## config.mk

```make
export PLATFORM = sky130hd
export DESIGN_NAME = emr_read_cycle
export DESIGN_NICKNAME = d
export VERILOG_FILES = /design/src/emr_half_tick.v /design/src/emr_read_cycle.v
export VERILOG_INCLUDE_DIRS = /design/src
export SDC_FILE = /design/constraint.sdc
export NUM_CORES = 1
export LEC_CHECK = 0
export BUFFER_PORTS_ARGS = -buffer_cell sky130_fd_sc_hd__clkbuf_2
export CAP_MARGIN = 10
export CORE_MARGIN = 3
export CORE_UTILIZATION = 55
export DETAILED_ROUTE_END_ITERATION = 10
export PLACE_DENSITY = 0.89
export SETUP_SLACK_MARGIN = 0.2
export SLEW_MARGIN = 20
export SYNTH_ARGS = -nofsm -noshare
export SYNTH_HDL_FRONTEND = slang
export SYNTH_SLANG_ARGS = --single-unit
export TNS_END_PERCENT = 20
```

## constraint.sdc

```tcl
create_clock -name clk_sys -period 3.6 [get_ports clk_sys]
set_input_delay 0.36 -clock clk_sys [delete_from_list [all_inputs] [get_ports clk_sys]]
set_output_delay 0.36 -clock clk_sys [all_outputs]
set_load 0.05 [all_outputs]
```

## src/emr_regs.vh

```
// Register offsets, field positions and reset values of the external memory read sequencer
`ifndef EMR_REGS_VH
`define EMR_REGS_VH
`define EMR_ADDR_W 8
`define EMR_OFS_CTRL 8'h00
`define EMR_OFS_PARAM 8'h04
`define EMR_OFS_ADDR 8'h08
`define EMR_OFS_STATUS 8'h0C
`define EMR_OFS_DATA 8'h10
`define EMR_CTRL_DIV_HI 2
`define EMR_CTRL_DIV_LO 0
`define EMR_CTRL_START 8
`define EMR_PAR_LATCH_HI 14
`define EMR_PAR_LATCH_LO 12
`define EMR_PAR_ADDR_HOLD 10
`define EMR_PAR_READ_HOLD 9
`define EMR_PAR_RDW_HI 3
`define EMR_PAR_RDW_LO 0
`define EMR_STAT_BUSY 0
`define EMR_STAT_DONE 1
`define EMR_DIV_RESET 3'h0
`define EMR_PAR_RESET 16'h0000
`define EMR_HALF_ONE 6'h01
`define EMR_HALF_ZERO 6'h00
`endif

```

## src/emr_half_tick.v

```verilog
// Half-period tick divider of the external memory interface clock
`timescale 1ns/1ps
`default_nettype none
module emr_half_tick #(
    parameter BASE_HALF_CYCLES = 1
) (
    input wire clk_sys,
    input wire reset,
    input wire run,
    input wire [2:0] coreClockDivider,
    output reg halfTick
);
    // ----------------------------------------
    // Tick every (divider+1) base half periods
    // ----------------------------------------
    reg [7:0] count;
    wire [31:0] divPlusOne = {29'h0000_0000, coreClockDivider} + 32'h0000_0001;
    wire [31:0] limitWide = (divPlusOne * BASE_HALF_CYCLES) - 32'h0000_0001;
    wire [7:0] limit = limitWide[7:0];
    // Combinational tick so the first one lands one half period after start
    always @* begin
        halfTick = run && (count >= limit);
    end
    always @(posedge clk_sys) begin
        if (reset || !run) begin
            count <= 8'h00;
        end else if (halfTick) begin
            count <= 8'h00;
        end else begin
            count <= count + 8'h01;
        end
    end
endmodule // emr_half_tick
`default_nettype wire

```

## src/emr_read_cycle.v

```verilog
// External memory read-cycle sequencer with its register port
//
// Added by the designer: strobed register access and the address map.
`timescale 1ns/1ps
`default_nettype none
`include "emr_regs.vh"
// Behaviour
// - Interface clock period is the base period times the divider field plus one.
// - The address-latch enable stays high for the latch-width field plus one clocks.
// - Address stays valid half a clock after latch enable falls, plus a clock if address-hold is clear.
// - Read strobe falls half a clock after latch enable falls, plus a clock per cleared hold bit.
// - Read strobe stays low for the read-width field plus one clocks.
// - A cleared read-hold bit lengthens the data hold window after read strobe rises by a clock.
module emr_read_cycle #(
    parameter BASE_HALF_CYCLES = 1,
    parameter ADDR_W = 19,
    parameter DATA_W = 16
) (
    input wire clk_sys,
    input wire reset,
    input wire [`EMR_ADDR_W-1:0] regAddr,
    input wire [31:0] regWrData,
    input wire regWrite,
    input wire regRead,
    output reg [31:0] regRdData,
    output reg memorySelectStrobeN,
    output reg addressLatchEnable,
    output reg readStrobeN,
    output reg [ADDR_W-1:0] memAddr,
    output reg memAddrOe,
    output reg dataHoldWindow,
    input wire [DATA_W-1:0] memDataIn
);
    // ----------------------------------------
    // States
    // ----------------------------------------
    localparam S_IDLE = 7'h01;
    localparam S_SEL = 7'h02;
    localparam S_ALE = 7'h04;
    localparam S_AHLD = 7'h08;
    localparam S_GAP = 7'h10;
    localparam S_RD = 7'h20;
    localparam S_REL = 7'h40;

    reg [6:0] state;
    reg [5:0] halfCnt;
    reg [2:0] coreClockDivider;
    reg [15:0] regionTimingParams;
    reg [ADDR_W-1:0] addrReg;
    reg [DATA_W-1:0] dataReg;
    reg done;
    reg [DATA_W-1:0] sync1, sync2, sync3;
    wire halfTick;
    wire [2:0] latchW = regionTimingParams[`EMR_PAR_LATCH_HI:`EMR_PAR_LATCH_LO];
    wire [3:0] readW = regionTimingParams[`EMR_PAR_RDW_HI:`EMR_PAR_RDW_LO];
    wire addrHoldClr = !regionTimingParams[`EMR_PAR_ADDR_HOLD];
    wire readHoldClr = !regionTimingParams[`EMR_PAR_READ_HOLD];
    wire busy = !state[0];
    wire startReq = regWrite && (regAddr == `EMR_OFS_CTRL) && regWrData[`EMR_CTRL_START];
    wire phaseEnd = halfTick && (halfCnt == `EMR_HALF_ZERO);
    wire dataStable = (sync2 == sync3);
    // Phase lengths in half periods, minus one
    wire [5:0] aleLen = {2'b00, latchW, 1'b1};
    wire [5:0] ahldLen = {4'h0, addrHoldClr, 1'b0};
    wire [5:0] rdLen = {1'b0, readW, 1'b1};

    emr_half_tick #(.BASE_HALF_CYCLES(BASE_HALF_CYCLES)) uTick (
        .clk_sys(clk_sys),
        .reset(reset),
        .run(busy),
        .coreClockDivider(coreClockDivider),
        .halfTick(halfTick)
    );

    // ----------------------------------------
    // Data pin synchroniser
    // ----------------------------------------
    always @(posedge clk_sys) begin
        if (reset) begin
            sync1 <= {DATA_W{1'b0}};
            sync2 <= {DATA_W{1'b0}};
            sync3 <= {DATA_W{1'b0}};
        end else begin
            sync1 <= memDataIn;
            sync2 <= sync1;
            sync3 <= sync2;
        end
    end

    // ----------------------------------------
    // Read-cycle sequencer
    // ----------------------------------------
    always @(posedge clk_sys) begin
        if (reset) begin
            state <= S_IDLE;
            halfCnt <= `EMR_HALF_ZERO;
            memorySelectStrobeN <= 1'b1;
            addressLatchEnable <= 1'b0;
            readStrobeN <= 1'b1;
            memAddr <= {ADDR_W{1'b0}};
            memAddrOe <= 1'b0;
            dataHoldWindow <= 1'b0;
            dataReg <= {DATA_W{1'b0}};
        end else begin
            case (state)
                S_IDLE: begin
                    dataHoldWindow <= 1'b0;
                    if (startReq) begin
                        state <= S_SEL;
                        halfCnt <= `EMR_HALF_ZERO;
                        memorySelectStrobeN <= 1'b0;
                        memAddr <= addrReg;
                        memAddrOe <= 1'b1;
                    end
                end
                S_SEL: begin
                    if (phaseEnd) begin
                        state <= S_ALE;
                        halfCnt <= aleLen;
                        addressLatchEnable <= 1'b1;
                    end
                end
                S_ALE: begin
                    if (phaseEnd) begin
                        state <= S_AHLD;
                        halfCnt <= ahldLen;
                        addressLatchEnable <= 1'b0;
                    end else if (halfTick) begin
                        halfCnt <= halfCnt - `EMR_HALF_ONE;
                    end
                end
                S_AHLD: begin
                    if (phaseEnd) begin
                        memAddrOe <= 1'b0;
                        if (readHoldClr) begin
                            state <= S_GAP;
                            halfCnt <= `EMR_HALF_ONE;
                        end else begin
                            state <= S_RD;
                            halfCnt <= rdLen;
                            readStrobeN <= 1'b0;
                        end
                    end else if (halfTick) begin
                        halfCnt <= halfCnt - `EMR_HALF_ONE;
                    end
                end
                S_GAP: begin
                    if (phaseEnd) begin
                        state <= S_RD;
                        halfCnt <= rdLen;
                        readStrobeN <= 1'b0;
                    end else if (halfTick) begin
                        halfCnt <= halfCnt - `EMR_HALF_ONE;
                    end
                end
                S_RD: begin
                    if (phaseEnd) begin
                        state <= S_REL;
                        halfCnt <= `EMR_HALF_ONE;
                        readStrobeN <= 1'b1;
                        dataHoldWindow <= readHoldClr;
                    end else if (halfTick) begin
                        halfCnt <= halfCnt - `EMR_HALF_ONE;
                    end
                    if (dataStable) begin
                        dataReg <= sync3;
                    end
                end
                S_REL: begin
                    if (phaseEnd) begin
                        state <= S_IDLE;
                        memorySelectStrobeN <= 1'b1;
                        dataHoldWindow <= 1'b0;
                    end else if (halfTick) begin
                        halfCnt <= halfCnt - `EMR_HALF_ONE;
                    end
                end
                default: begin
                    state <= S_IDLE;
                end
            endcase
        end
    end

    // ----------------------------------------
    // Register port
    // ----------------------------------------
    always @(posedge clk_sys) begin
        if (reset) begin
            coreClockDivider <= `EMR_DIV_RESET;
            regionTimingParams <= `EMR_PAR_RESET;
            addrReg <= {ADDR_W{1'b0}};
            done <= 1'b0;
            regRdData <= 32'h0000_0000;
        end else begin
            if (regWrite && !busy) begin
                if (regAddr == `EMR_OFS_CTRL) begin
                    coreClockDivider <= regWrData[`EMR_CTRL_DIV_HI:`EMR_CTRL_DIV_LO];
                end
                if (regAddr == `EMR_OFS_PARAM) begin
                    regionTimingParams <= regWrData[15:0];
                end
                if (regAddr == `EMR_OFS_ADDR) begin
                    addrReg <= regWrData[ADDR_W-1:0];
                end
            end
            // Completion sets done; set wins over a clear in the same cycle
            if (state[6] && phaseEnd) begin
                done <= 1'b1;
            end else if (regWrite && (regAddr == `EMR_OFS_STATUS) && regWrData[`EMR_STAT_DONE]) begin
                done <= 1'b0;
            end
            regRdData <= 32'h0000_0000;
            if (regRead) begin
                case (regAddr)
                    `EMR_OFS_CTRL: regRdData <= {29'h0000_0000, coreClockDivider};
                    `EMR_OFS_PARAM: regRdData <= {16'h0000, regionTimingParams};
                    `EMR_OFS_ADDR: regRdData <= {{(32-ADDR_W){1'b0}}, addrReg};
                    `EMR_OFS_STATUS: regRdData <= {30'h0000_0000, done, busy};
                    `EMR_OFS_DATA: regRdData <= {{(32-DATA_W){1'b0}}, dataReg};
                    default: regRdData <= 32'h0000_0000;
                endcase
            end
        end
    end
endmodule // emr_read_cycle
`default_nettype wire

```

# [After elaboration in Yosys (flattened, before gate mapping)]
# Cells that the tools add are included.
# Widths: inputs -> output; s select.
[totals] regBits=180 latchBits=0 ramBits=0 romBits=0 input_bits=60 elab_cells=114 n_memories=0
[op_classes] n_addsub=4 mul=0 div_mod_pow=0 magnitude_cmp=1 n_eq_ne=21 shift=0 mux=34 bitwise=1 n_reduce_logical=35
[ops] cell="$pmux 19 s5" n=1
[ops] cell="$mux 6" n=9
[ops] cell="$mux 7" n=7
[ops] cell="$pmux 7 s7" n=1
[ops] cell="$pmux 6 s7" n=1
[ops] cell="$ne 2x2->1 const B" n=9
[ops] cell="$eq 16x16->1" n=1
[ops] cell="$eq 8x4->1 const B" n=2
[ops] cell="$reduce_and 3->1" n=4
[ops] cell="$reduce_and 2->1" n=5
[ops] cell="$mux 1" n=9
[ops] cell="$add 8x1->8 const B" n=1
[ops] cell="$eq 8x3->1 const B" n=1
[ops] cell="$eq 8x5->1 const B" n=1
[ops] cell="$ge 8x8->1" n=1
[ops] cell="$logic_and 1x1->1" n=8
[ops] cell="$logic_not 8->1" n=1
[ops] cell="$reduce_bool 2->1" n=4
[ops] cell="$sub 8x1->8 const B" n=1
[ops] cell="$eq 7x1->1 const B" n=1
[ops] cell="$eq 7x2->1 const B" n=1
[ops] cell="$eq 7x3->1 const B" n=1
[ops] cell="$eq 7x4->1 const B" n=1
[ops] cell="$eq 7x5->1 const B" n=1
[ops] cell="17 further kinds" n=24

# [Depth between registers and ports, before layout]
# Gate-level depths: netlist (run 1).
[depth] word_depth=7 ltp_mapped=13 ltp_nobuf=12

# [Hierarchy]
# From an unflattened synthesis (run 1), not the netlist that was laid out.
[hier_totals] hier_cells=678 hier_area_um2=6444.9
[modules_own_cells] mod="emr_read_cycle" n_inst=1 cells_each=647 area_each_um2=6109.6 seq_area_each_um2=3183.1
[modules_own_cells] mod="emr_half_tick" n_inst=1 cells_each=31 area_each_um2=335.3 seq_area_each_um2=160.2

# [Worst setup path after synthesis (run 1)]
# OpenSTA, ideal clock, no wires.
[synth_timing] path_kind="reg2reg" startpoint="register coreClockDivider[0]" endpoint="register halfCnt[0]" setup_time_ps=117 arrival_time_ps=2758 t_required_ps=3483 path_slack_ps=725 stages_incl_launch_ff=12 path_buffers=0 path_cell_list="dfxtp_1 -> ha_1 -> o21ai_0 -> a22oi_1 -> nand2b_1 -> ha_1 -> o211a_1 -> o311a_1 -> o211ai_2 -> nand2_1 -> and3_1 -> a32o_1"
[synth_via] elab_chain_len=7 word_cells_on_any_way=15 classes_between="2 x add/sub; 1 x order compare; 2 x eq/ne; 7 x mux; 3 x reduce/logical"
[synth_lines] element="from (decl)" line_no="emr_read_cycle.v:47" rtl="reg [2:0] coreClockDivider;"
[synth_lines] element="from (signal assigned)" line_no="emr_read_cycle.v:190" rtl="coreClockDivider <= `EMR_DIV_RESET;"
[synth_lines] element="from (signal assigned)" line_no="emr_read_cycle.v:198" rtl="coreClockDivider <= regWrData[`EMR_CTRL_DIV_HI:`EMR_CTRL_DIV_LO];"
[synth_lines] element="$add 3x1->4 (*)" line_no="emr_half_tick.v:17" rtl="wire [31:0] divPlusOne = {29'h0000_0000, coreClockDivider} + 32'h0000_0001;"
[synth_lines] element="$sub 8x1->8 (*)" line_no="emr_half_tick.v:18" rtl="wire [31:0] limitWide = (divPlusOne * BASE_HALF_CYCLES) - 32'h0000_0001;"
[synth_lines] element="$ge 8x8->1 (*)" line_no="emr_half_tick.v:22" rtl="halfTick = run && (count >= limit);"
[synth_lines] element="$logic_and 1x1->1 (*)" line_no="emr_half_tick.v:22"
[synth_lines] element="$mux 6 or $logic_and 1x1->1 (tied branches)"
[synth_lines] element="$mux 6 (tied with other cells)"
[synth_lines] element="$pmux 6 s7 or $reduce_and 4->1 (tied branches)"
[synth_lines] element="to (signal assigned)" line_no="emr_read_cycle.v:110" rtl="halfCnt <= `EMR_HALF_ZERO;"
[synth_lines] element="to (signal assigned)" line_no="emr_read_cycle.v:119" rtl="halfCnt <= aleLen;"
[synth_lines] element="to (signal assigned)" line_no="emr_read_cycle.v:126" rtl="halfCnt <= ahldLen;"
[synth_lines] element="to (decl)" line_no="emr_read_cycle.v:46" rtl="reg [5:0] halfCnt;"
# Mark *: on every way between the ends. The rest lies on a longest branch, timed or not. The select of a mux whose other input is x is not followed.
# A chain may end at the register's enable or synchronous reset.

# [Worst setup path in the final report (run 1)]
# Ends and elaborated chain as after synthesis.

==> impl_metrics.csv, run 1 <==
group,metric,value,unit
outcome,status,"finished clean",
logic_synthesis,ys_seq_elements,167,
cells_and_area,register_area,0.003343,mm2
global_route,grt_pass1_wl,24.24,mm
min_path,whs_endpoint,"sync1[10]",
global_route,grt_max_degree,97,
worst_setup_path,worst-path-buf-inv,0,
logic_synthesis,ys_seq_area_frac,0.5015,
timing,rsz0062_at_grt,"yes",
logic_synthesis,yosys_warnings,0,
logic_synthesis,synth_top_area_share,0.5015,
power_and_ir_drop,comb_power_share,0.035,
worst_setup_path,crit_type,"reg2reg",
worst_setup_path,cpMostUsedCell,"ha_1",
timing,maxSlewHeadroom,0.3974,
logic_synthesis,synth_cells,734,
logic_synthesis,synth_most_common_cell,"dfxtp_1",
cells_and_area,fillers,888,
min_path,hold_path_depth,2,
power_and_ir_drop,p_switching,804.1,uW
global_route,antenna_found_initial,0,
floorplanning,die_area,0.01348,mm2
worst_setup_path,path_cells,"ha_1 > nand3b_1 > o21ai_0 > a22oi_1 > nand2b_1 > ha_1 > o211a_1 > o311a_1 > o211ai_2 > nand2_1 > and3_1 > a32o_1",
logic_synthesis,synth_cell_types,68,
floorplanning,pin_count,116,
timing,period_share,0.9159,
logic_synthesis,synth_common_cells,"167 x dfxtp_1, 131 x nand2_1, 76 x a21oi_1, 54 x nor2b_1, 52 x nor2_1",
power_and_ir_drop,pwr-share-clk,0.473,
cells_and_area,final_nets,881,
timing,fin_setup_tns,0,ns
clocking,max-clock-path-buffers,2,
clocking,clk_pin_slew_worst_paths,0.06,ns
floorplanning,core,0.01161,mm2
cells_and_area,area_delta_synth_final,16.63,%
route,vias,5486,
worst_setup_path,path_max_fanout,8,
logic_synthesis,async_reset_ff_frac,0,
worst_setup_path,critPathCaptureType,"register",
floorplanning,die_width,116.1,um
logic_synthesis,synth_edf_count,0,
worst_setup_path,cp_top_family,"compound AO/OA/AOI/OAI gates",
power_and_ir_drop,ir_worst_vdd,471.0,uV
worst_setup_path,cp.arrival,3.61,ns
min_path,hp-start,"memDataIn[10]",
timing,hold_violations,0,
worst_setup_path,cp.depth,12,
worst_setup_path,r2r_cells,12,
placed_design,dp_hpwl,10.32,mm
worst_setup_path,required,3.91,ns
logic_synthesis,syn_area_per_cell,9.082,um2
floorplanning,initial_utilization,0.5740,
clocking,htree_num_levels,4,
worst_setup_path,r2r_start,"coreClockDivider[0]",
global_route,grt_usage,0.2298,
clocking,numCtsBuffers,17,
clocking,cts_root_buf,"clkbuf_16",
worst_setup_path,ff2ff_setup_slack,0.30,ns
cells_and_area,drive_above_1_share,0.1879,
route,antenna_left,0,
timing,drv_slew,0,
placed_design,routabilityCongestion,0.9268,
cells_and_area,stdcell_count,968,
route,drc_errors,0,
power_and_ir_drop,p_sw_frac,0.2105,
timing,fin_crit,3.297,ns
logic_synthesis,synth_top_area_cell,"dfxtp_1",
placed_design,place_inst,936,
cells_and_area,multi_input_area,0.003078,mm2
route,via_per_inst,5.667,
power_and_ir_drop,internal_power,3017,uW
route,firstDrtPassIters,6,
clocking,cts_tree,"yes",
worst_setup_path,reg2reg_to,"halfCnt[0]",
worst_setup_path,cp_slowest_cell,"o211ai_2",
worst_setup_path,slowest_delay,0.52,ns
logic_synthesis,netlist_top_cells_area,"dfxtp_1 50%, nand2_1 7.4%, a21oi_1 5.7%, nor2b_1 5.1%, mux2i_1 3.6%",
job,maxCapViolations,0,
timing,max_freq,303.3,MHz
power_and_ir_drop,seq_power_share,0.492,
timing,max_slew.worst_pin.slew,0.9040,ns
logic_synthesis,synth_ff_type,"dfxtp_1",
clocking,clock_latency,0.42,ns
power_and_ir_drop,power_leakage,0.003146,uW
placed_design,port_buffers,89,
timing,skew,0.005438,ns
min_path,hp-class,"in2reg",
worst_setup_path,worstSetupStartpointType,"register",
global_route,grt_overflow,0,
timing,setup-violations-final,0,
power_and_ir_drop,power_density,491.4,mW/mm2
global_route,grt_pass1_vias,5019,
route,drtIter0Drc,592,
cells_and_area,antennaDiodeCount,0,
floorplanning,dieHeight,116.1,um
route,routedWlPerCell,15.90,um
floorplanning,rows,39,
clocking,postCtsHoldBufs,0,
clocking,cts_sinks,167,
logic_synthesis,syn_area,0.006666,mm2
route,drt-total-wl,15.39,mm
per-stage QoR:
step                      hold WS (ns)  total power, uW  utilization  instance area [um2]  setup slack [ns]
after global routing            0.1365             3929       0.6695                 7775            0.1629
after global placement          0.4224             2051       0.6172                 7168            0.4439
after CTS                       0.1379             3836       0.6691                 7771            0.3296
final                           0.1494             3821       0.6695                 7775            0.3026
after floorplan                 0.4138             2018            -                 6715            0.7248
after detailed placement        0.4212             2053       0.6172                 7168            0.3846
per-layer routing:
metal  wire length [um]  track usage  up-vias
li1                   -            -     2641
met1               6380       0.2849     2512
met2               7326       0.3840      293
met3               1307      0.06114       40
met4                380      0.08894        0
met5                  0            0        -
state kept, by name, indices dropped and copies added (netlist names), 16 cells and up:
name                cells
addrReg                19
memAddr                19
sync1                  16
dataReg                16
regRdData              19
sync2                  16
sync3                  16
regionTimingParams     16
timing repair:
action | CTS | global route
setup buffers | 0 | 0
endpoints found under the setup margin | 0 | 5
resized for setup | 0 | 1
cell type report:
cell class | count | area share
clock inverter | 9 | 0.01481
sequential | 167 | 0.4300
timing repair buffer | 100 | 0.06823
multi-input combinational | 515 | 0.3959
tap | 143 | 0.02301
clock buffer | 23 | 0.06276
inverter | 11 | 0.005311
cell usage in the layout, fill, tap and decap left out, types with 11 or more instances in the layout:
| cell type | netlist | routed |
|---|---|---|
| a22oi_1 | 12 | 12 |
| conb_1 | 1 | 14 |
| buf_4 | 13 | 12 |
| xnor2_1 | 14 | 14 |
| dfxtp_1 | 167 | 167 |
| xor2_1 | 13 | 13 |
| a21oi_1 | 76 | 76 |
| nor2b_1 | 54 | 54 |
| clkbuf_16 | 0 | 17 |
| nand3_1 | 11 | 11 |
| nor2_1 | 52 | 52 |
| nand2_1 | 131 | 131 |
| clkbuf_2 | 0 | 88 |
| mux2i_1 | 24 | 24 |
power groups by stage:
| stage | clock network [uW] | logic (uW) | registers, uW |
|---|---|---|---|
| after global routing | 1900 | 144 | 1880 |
| final | 1810 | 132 | 1880 |
| after detailed placement | 0 | 130 | 1920 |
| after floorplan | 0 | 98.6 | 1920 |
| after CTS | 1820 | 131 | 1880 |
| after global placement | 0 | 129 | 1920 |
cells by family (layout without fill, tap and decap cells):
kind of cell,Yosys count,in the layout,share of synthesized area
other,1,14,0.0005625
adders and majority gates,9,9,0.01689
buffers and inverters,65,143,0.04561
DFF,167,167,0.5015
AOI/OAI and AO/OA,140,140,0.1404
xor gates and xnor gates,27,27,0.03547
and+or+nand+nor,298,298,0.2185
muxes,27,27,0.04110
how the worst max path moves through the flow:
stage                              startpoint         end  slack [ns]
final                     coreClockDivider[0]  halfCnt[0]        0.30
after global routing      coreClockDivider[0]  halfCnt[3]        0.16
after CTS                 coreClockDivider[0]    state[6]        0.33
after detailed placement  coreClockDivider[0]  halfCnt[0]        0.38
after global placement    coreClockDivider[0]  halfCnt[0]        0.44
after floorplan           coreClockDivider[0]  halfCnt[0]        0.72
Note: power is estimated with default switching activity, not from simulation.
==> inputs of run 2 (changes only) <==
- CORE_UTILIZATION: 55 -> 30
- PLACE_DENSITY: 0.89 -> 0.58
==> run 2 against run 1 <==
Against the previous run:
- hold slack worse by 0.0083 ns
- critical endpoint is now state[4]
- global-route usage down 9.4 points
- worst setup slack better by 0.10 ns
- count of clock-buffer cells in the layout down 6
- combinational power about the same
- sequential power about the same
- die area up 78%
- clock skew up 0.0087 ns
- register-to-register slack better by 0.10 ns
- final cell count up 14%
- largest cell class unchanged
- routed wire length up 7.0%
==> impl_metrics.csv, run 2 (synthesis results as in run 1) <==
group,metric,value,unit
power_and_ir_drop,p_total,3844,uW
global_route,antenna_found_initial,0,
global_route,grt_usage,0.1363,
route,drtIter0Drc,374,
floorplanning,die_area,0.02405,mm2
route,antenna_left,0,
floorplanning,die_width,155.1,um
clocking,cts_setup_buffers,0,
cells_and_area,fillers,2158,
job,maxCapViolations,0,
power_and_ir_drop,power_density,482.2,mW/mm2
clocking,max-clock-path-buffers,2,
cells_and_area,final_nets,887,
route,drc_errors,0,
clocking,cts_root_buf,"clkbuf_16",
timing,hold_violations,0,
power_and_ir_drop,power_leakage,0.003183,uW
outcome,status,"finished clean",
timing,setup-violations-final,0,
power_and_ir_drop,internal_power,2955,uW
route,drt-total-wl,16.47,mm
timing,maxSlewHeadroom,0.4459,
cells_and_area,drive_above_1_share,0.1937,
placed_design,port_buffers,89,
floorplanning,pin_count,116,
clocking,numCtsBuffers,17,
floorplanning,dieHeight,155.1,um
timing,fin_crit,3.194,ns
global_route,grt_max_degree,83,
clocking,cts_resized,0,
timing,max_slew.worst_pin.slew,0.8312,ns
global_route,grt_pass1_wl,26.19,mm
timing,fin_setup_tns,0,ns
worst_setup_path,cp.arrival,3.47,ns
cells_and_area,final_util,0.3721,
route,firstDrtPassIters,5,
worst_setup_path,required,3.87,ns
timing,skew,0.01412,ns
placed_design,routabilityCongestion,0.8447,
route,via_per_inst,4.718,
cells_and_area,top_regs,"addrReg (19), memAddr (19), regRdData (19)",
global_route,grt_pass1_vias,4928,
timing,worst_hold_slack,0.1411,ns
power_and_ir_drop,p_switching,888.2,uW
power_and_ir_drop,comb_power_share,0.035,
timing,max_freq,313.1,MHz
power_and_ir_drop,pwr-share-clk,0.476,
clocking,cts_sinks,167,
clocking,postCtsHoldBufs,0,
clocking,clk_pin_slew_worst_paths,0.07,ns
global_route,grt_overflow,0,
clocking,htree_num_levels,4,
clocking,cts_tree,"yes",
power_and_ir_drop,seq_power_share,0.489,
timing,drv_slew,0,
cells_and_area,antennaDiodeCount,0,
floorplanning,rows,53,
power_and_ir_drop,p_sw_frac,0.2311,
power_and_ir_drop,ir_worst_vdd,300.4,uV
floorplanning,initial_utilization,0.3112,
cells_and_area,layout_commonest_cell,"dfxtp_1",
worst_setup_path,crit_type,"reg2reg",
timing,period_share,0.8873,
placed_design,dp_hpwl,11.84,mm
cells_and_area,layout_common_cells,"167 x dfxtp_1, 131 x nand2_1, 88 x clkbuf_2",
timing,rsz0062_at_grt,"yes",
route,vias,5218,
route,routedWlPerCell,14.89,um
min_path,hp-class,"in2reg",
floorplanning,core,0.02142,mm2
worst_setup_path,worstSetupStartpointType,"register",
cells_and_area,area_delta_synth_final,19.56,%
worst_setup_path,path_max_fanout,12,
clocking,clock_latency,0.43,ns
worst_setup_path,critPathCaptureType,"register",
-- run 2: power by group through the flow --
stage	Sequential (uW)	Combinational (uW)	Clock (uW)
global route	1880	146	1960
floorplan	1920	98.6	0
finish	1880	133	1830
CTS	1880	135	1870
global placement	1920	136	0
detailed placement	1920	135	0
-- run 2: metal layers --
| layer | vias to the layer above | global-route usage | wire (um) |
|---|---|---|---|
| met2 | 144 | 0.2002 | 7050 |
| met5 | - | 0 | 0 |
| met3 | 24 | 0.02921 | 910 |
| met1 | 2393 | 0.1932 | 8181 |
| li1 | 2657 | - | - |
| met4 | 0 | 0.05719 | 329 |
-- run 2: critical path, stage by stage (launching register included) --
cell and delay (ns):
dfxtp_1 0.50, ha_1 0.27, nand3b_1 0.08, o21ai_0 0.11
a22oi_1 0.13, nand2b_1 0.16, ha_1 0.29, o211a_1 0.12
o311a_1 0.39, o211a_1 0.42, o21ai_2 0.30, mux2i_1 0.21
nor2_1 0.05
-- run 2: path summary, 6_finish.rpt --
kind | startpoint | endpoint | slack [ns] | depth (start not counted)
setup / recovery | coreClockDivider[0] | state[4] | 0.41 | 12
hold / removal | memDataIn[15] | sync1[15] | 0.14 | 2
setup reg to reg | coreClockDivider[0] | state[4] | 0.41 | 12
hold reg to reg | sync1[9] | sync2[9] | 0.43 | 1
-- run 2: area by class of cell --
cell class	count	area, um2	area share
Tap cell	275	344.1	0.04317
Clock buffer	17	425.4	0.05338
Timing Repair Buffer	106	575.6	0.07221
Inverter	11	41.29	0.005181
Sequential cell	167	3343	0.4195
Clock inverter	15	166.4	0.02088
Multi-Input combinational cell	515	3074	0.3857
-- run 2: through the flow --
stage / cells / setup WS [ns] / area, um2
after floorplan: 747 / 0.7248 / 6715
after global placement: 1074 / 0.4793 / 7378
after detailed placement: 1074 / 0.4544 / 7378
after CTS: 1106 / 0.4233 / 7970
after global routing: 1106 / 0.1671 / 7970
final: 1106 / 0.4058 / 7970
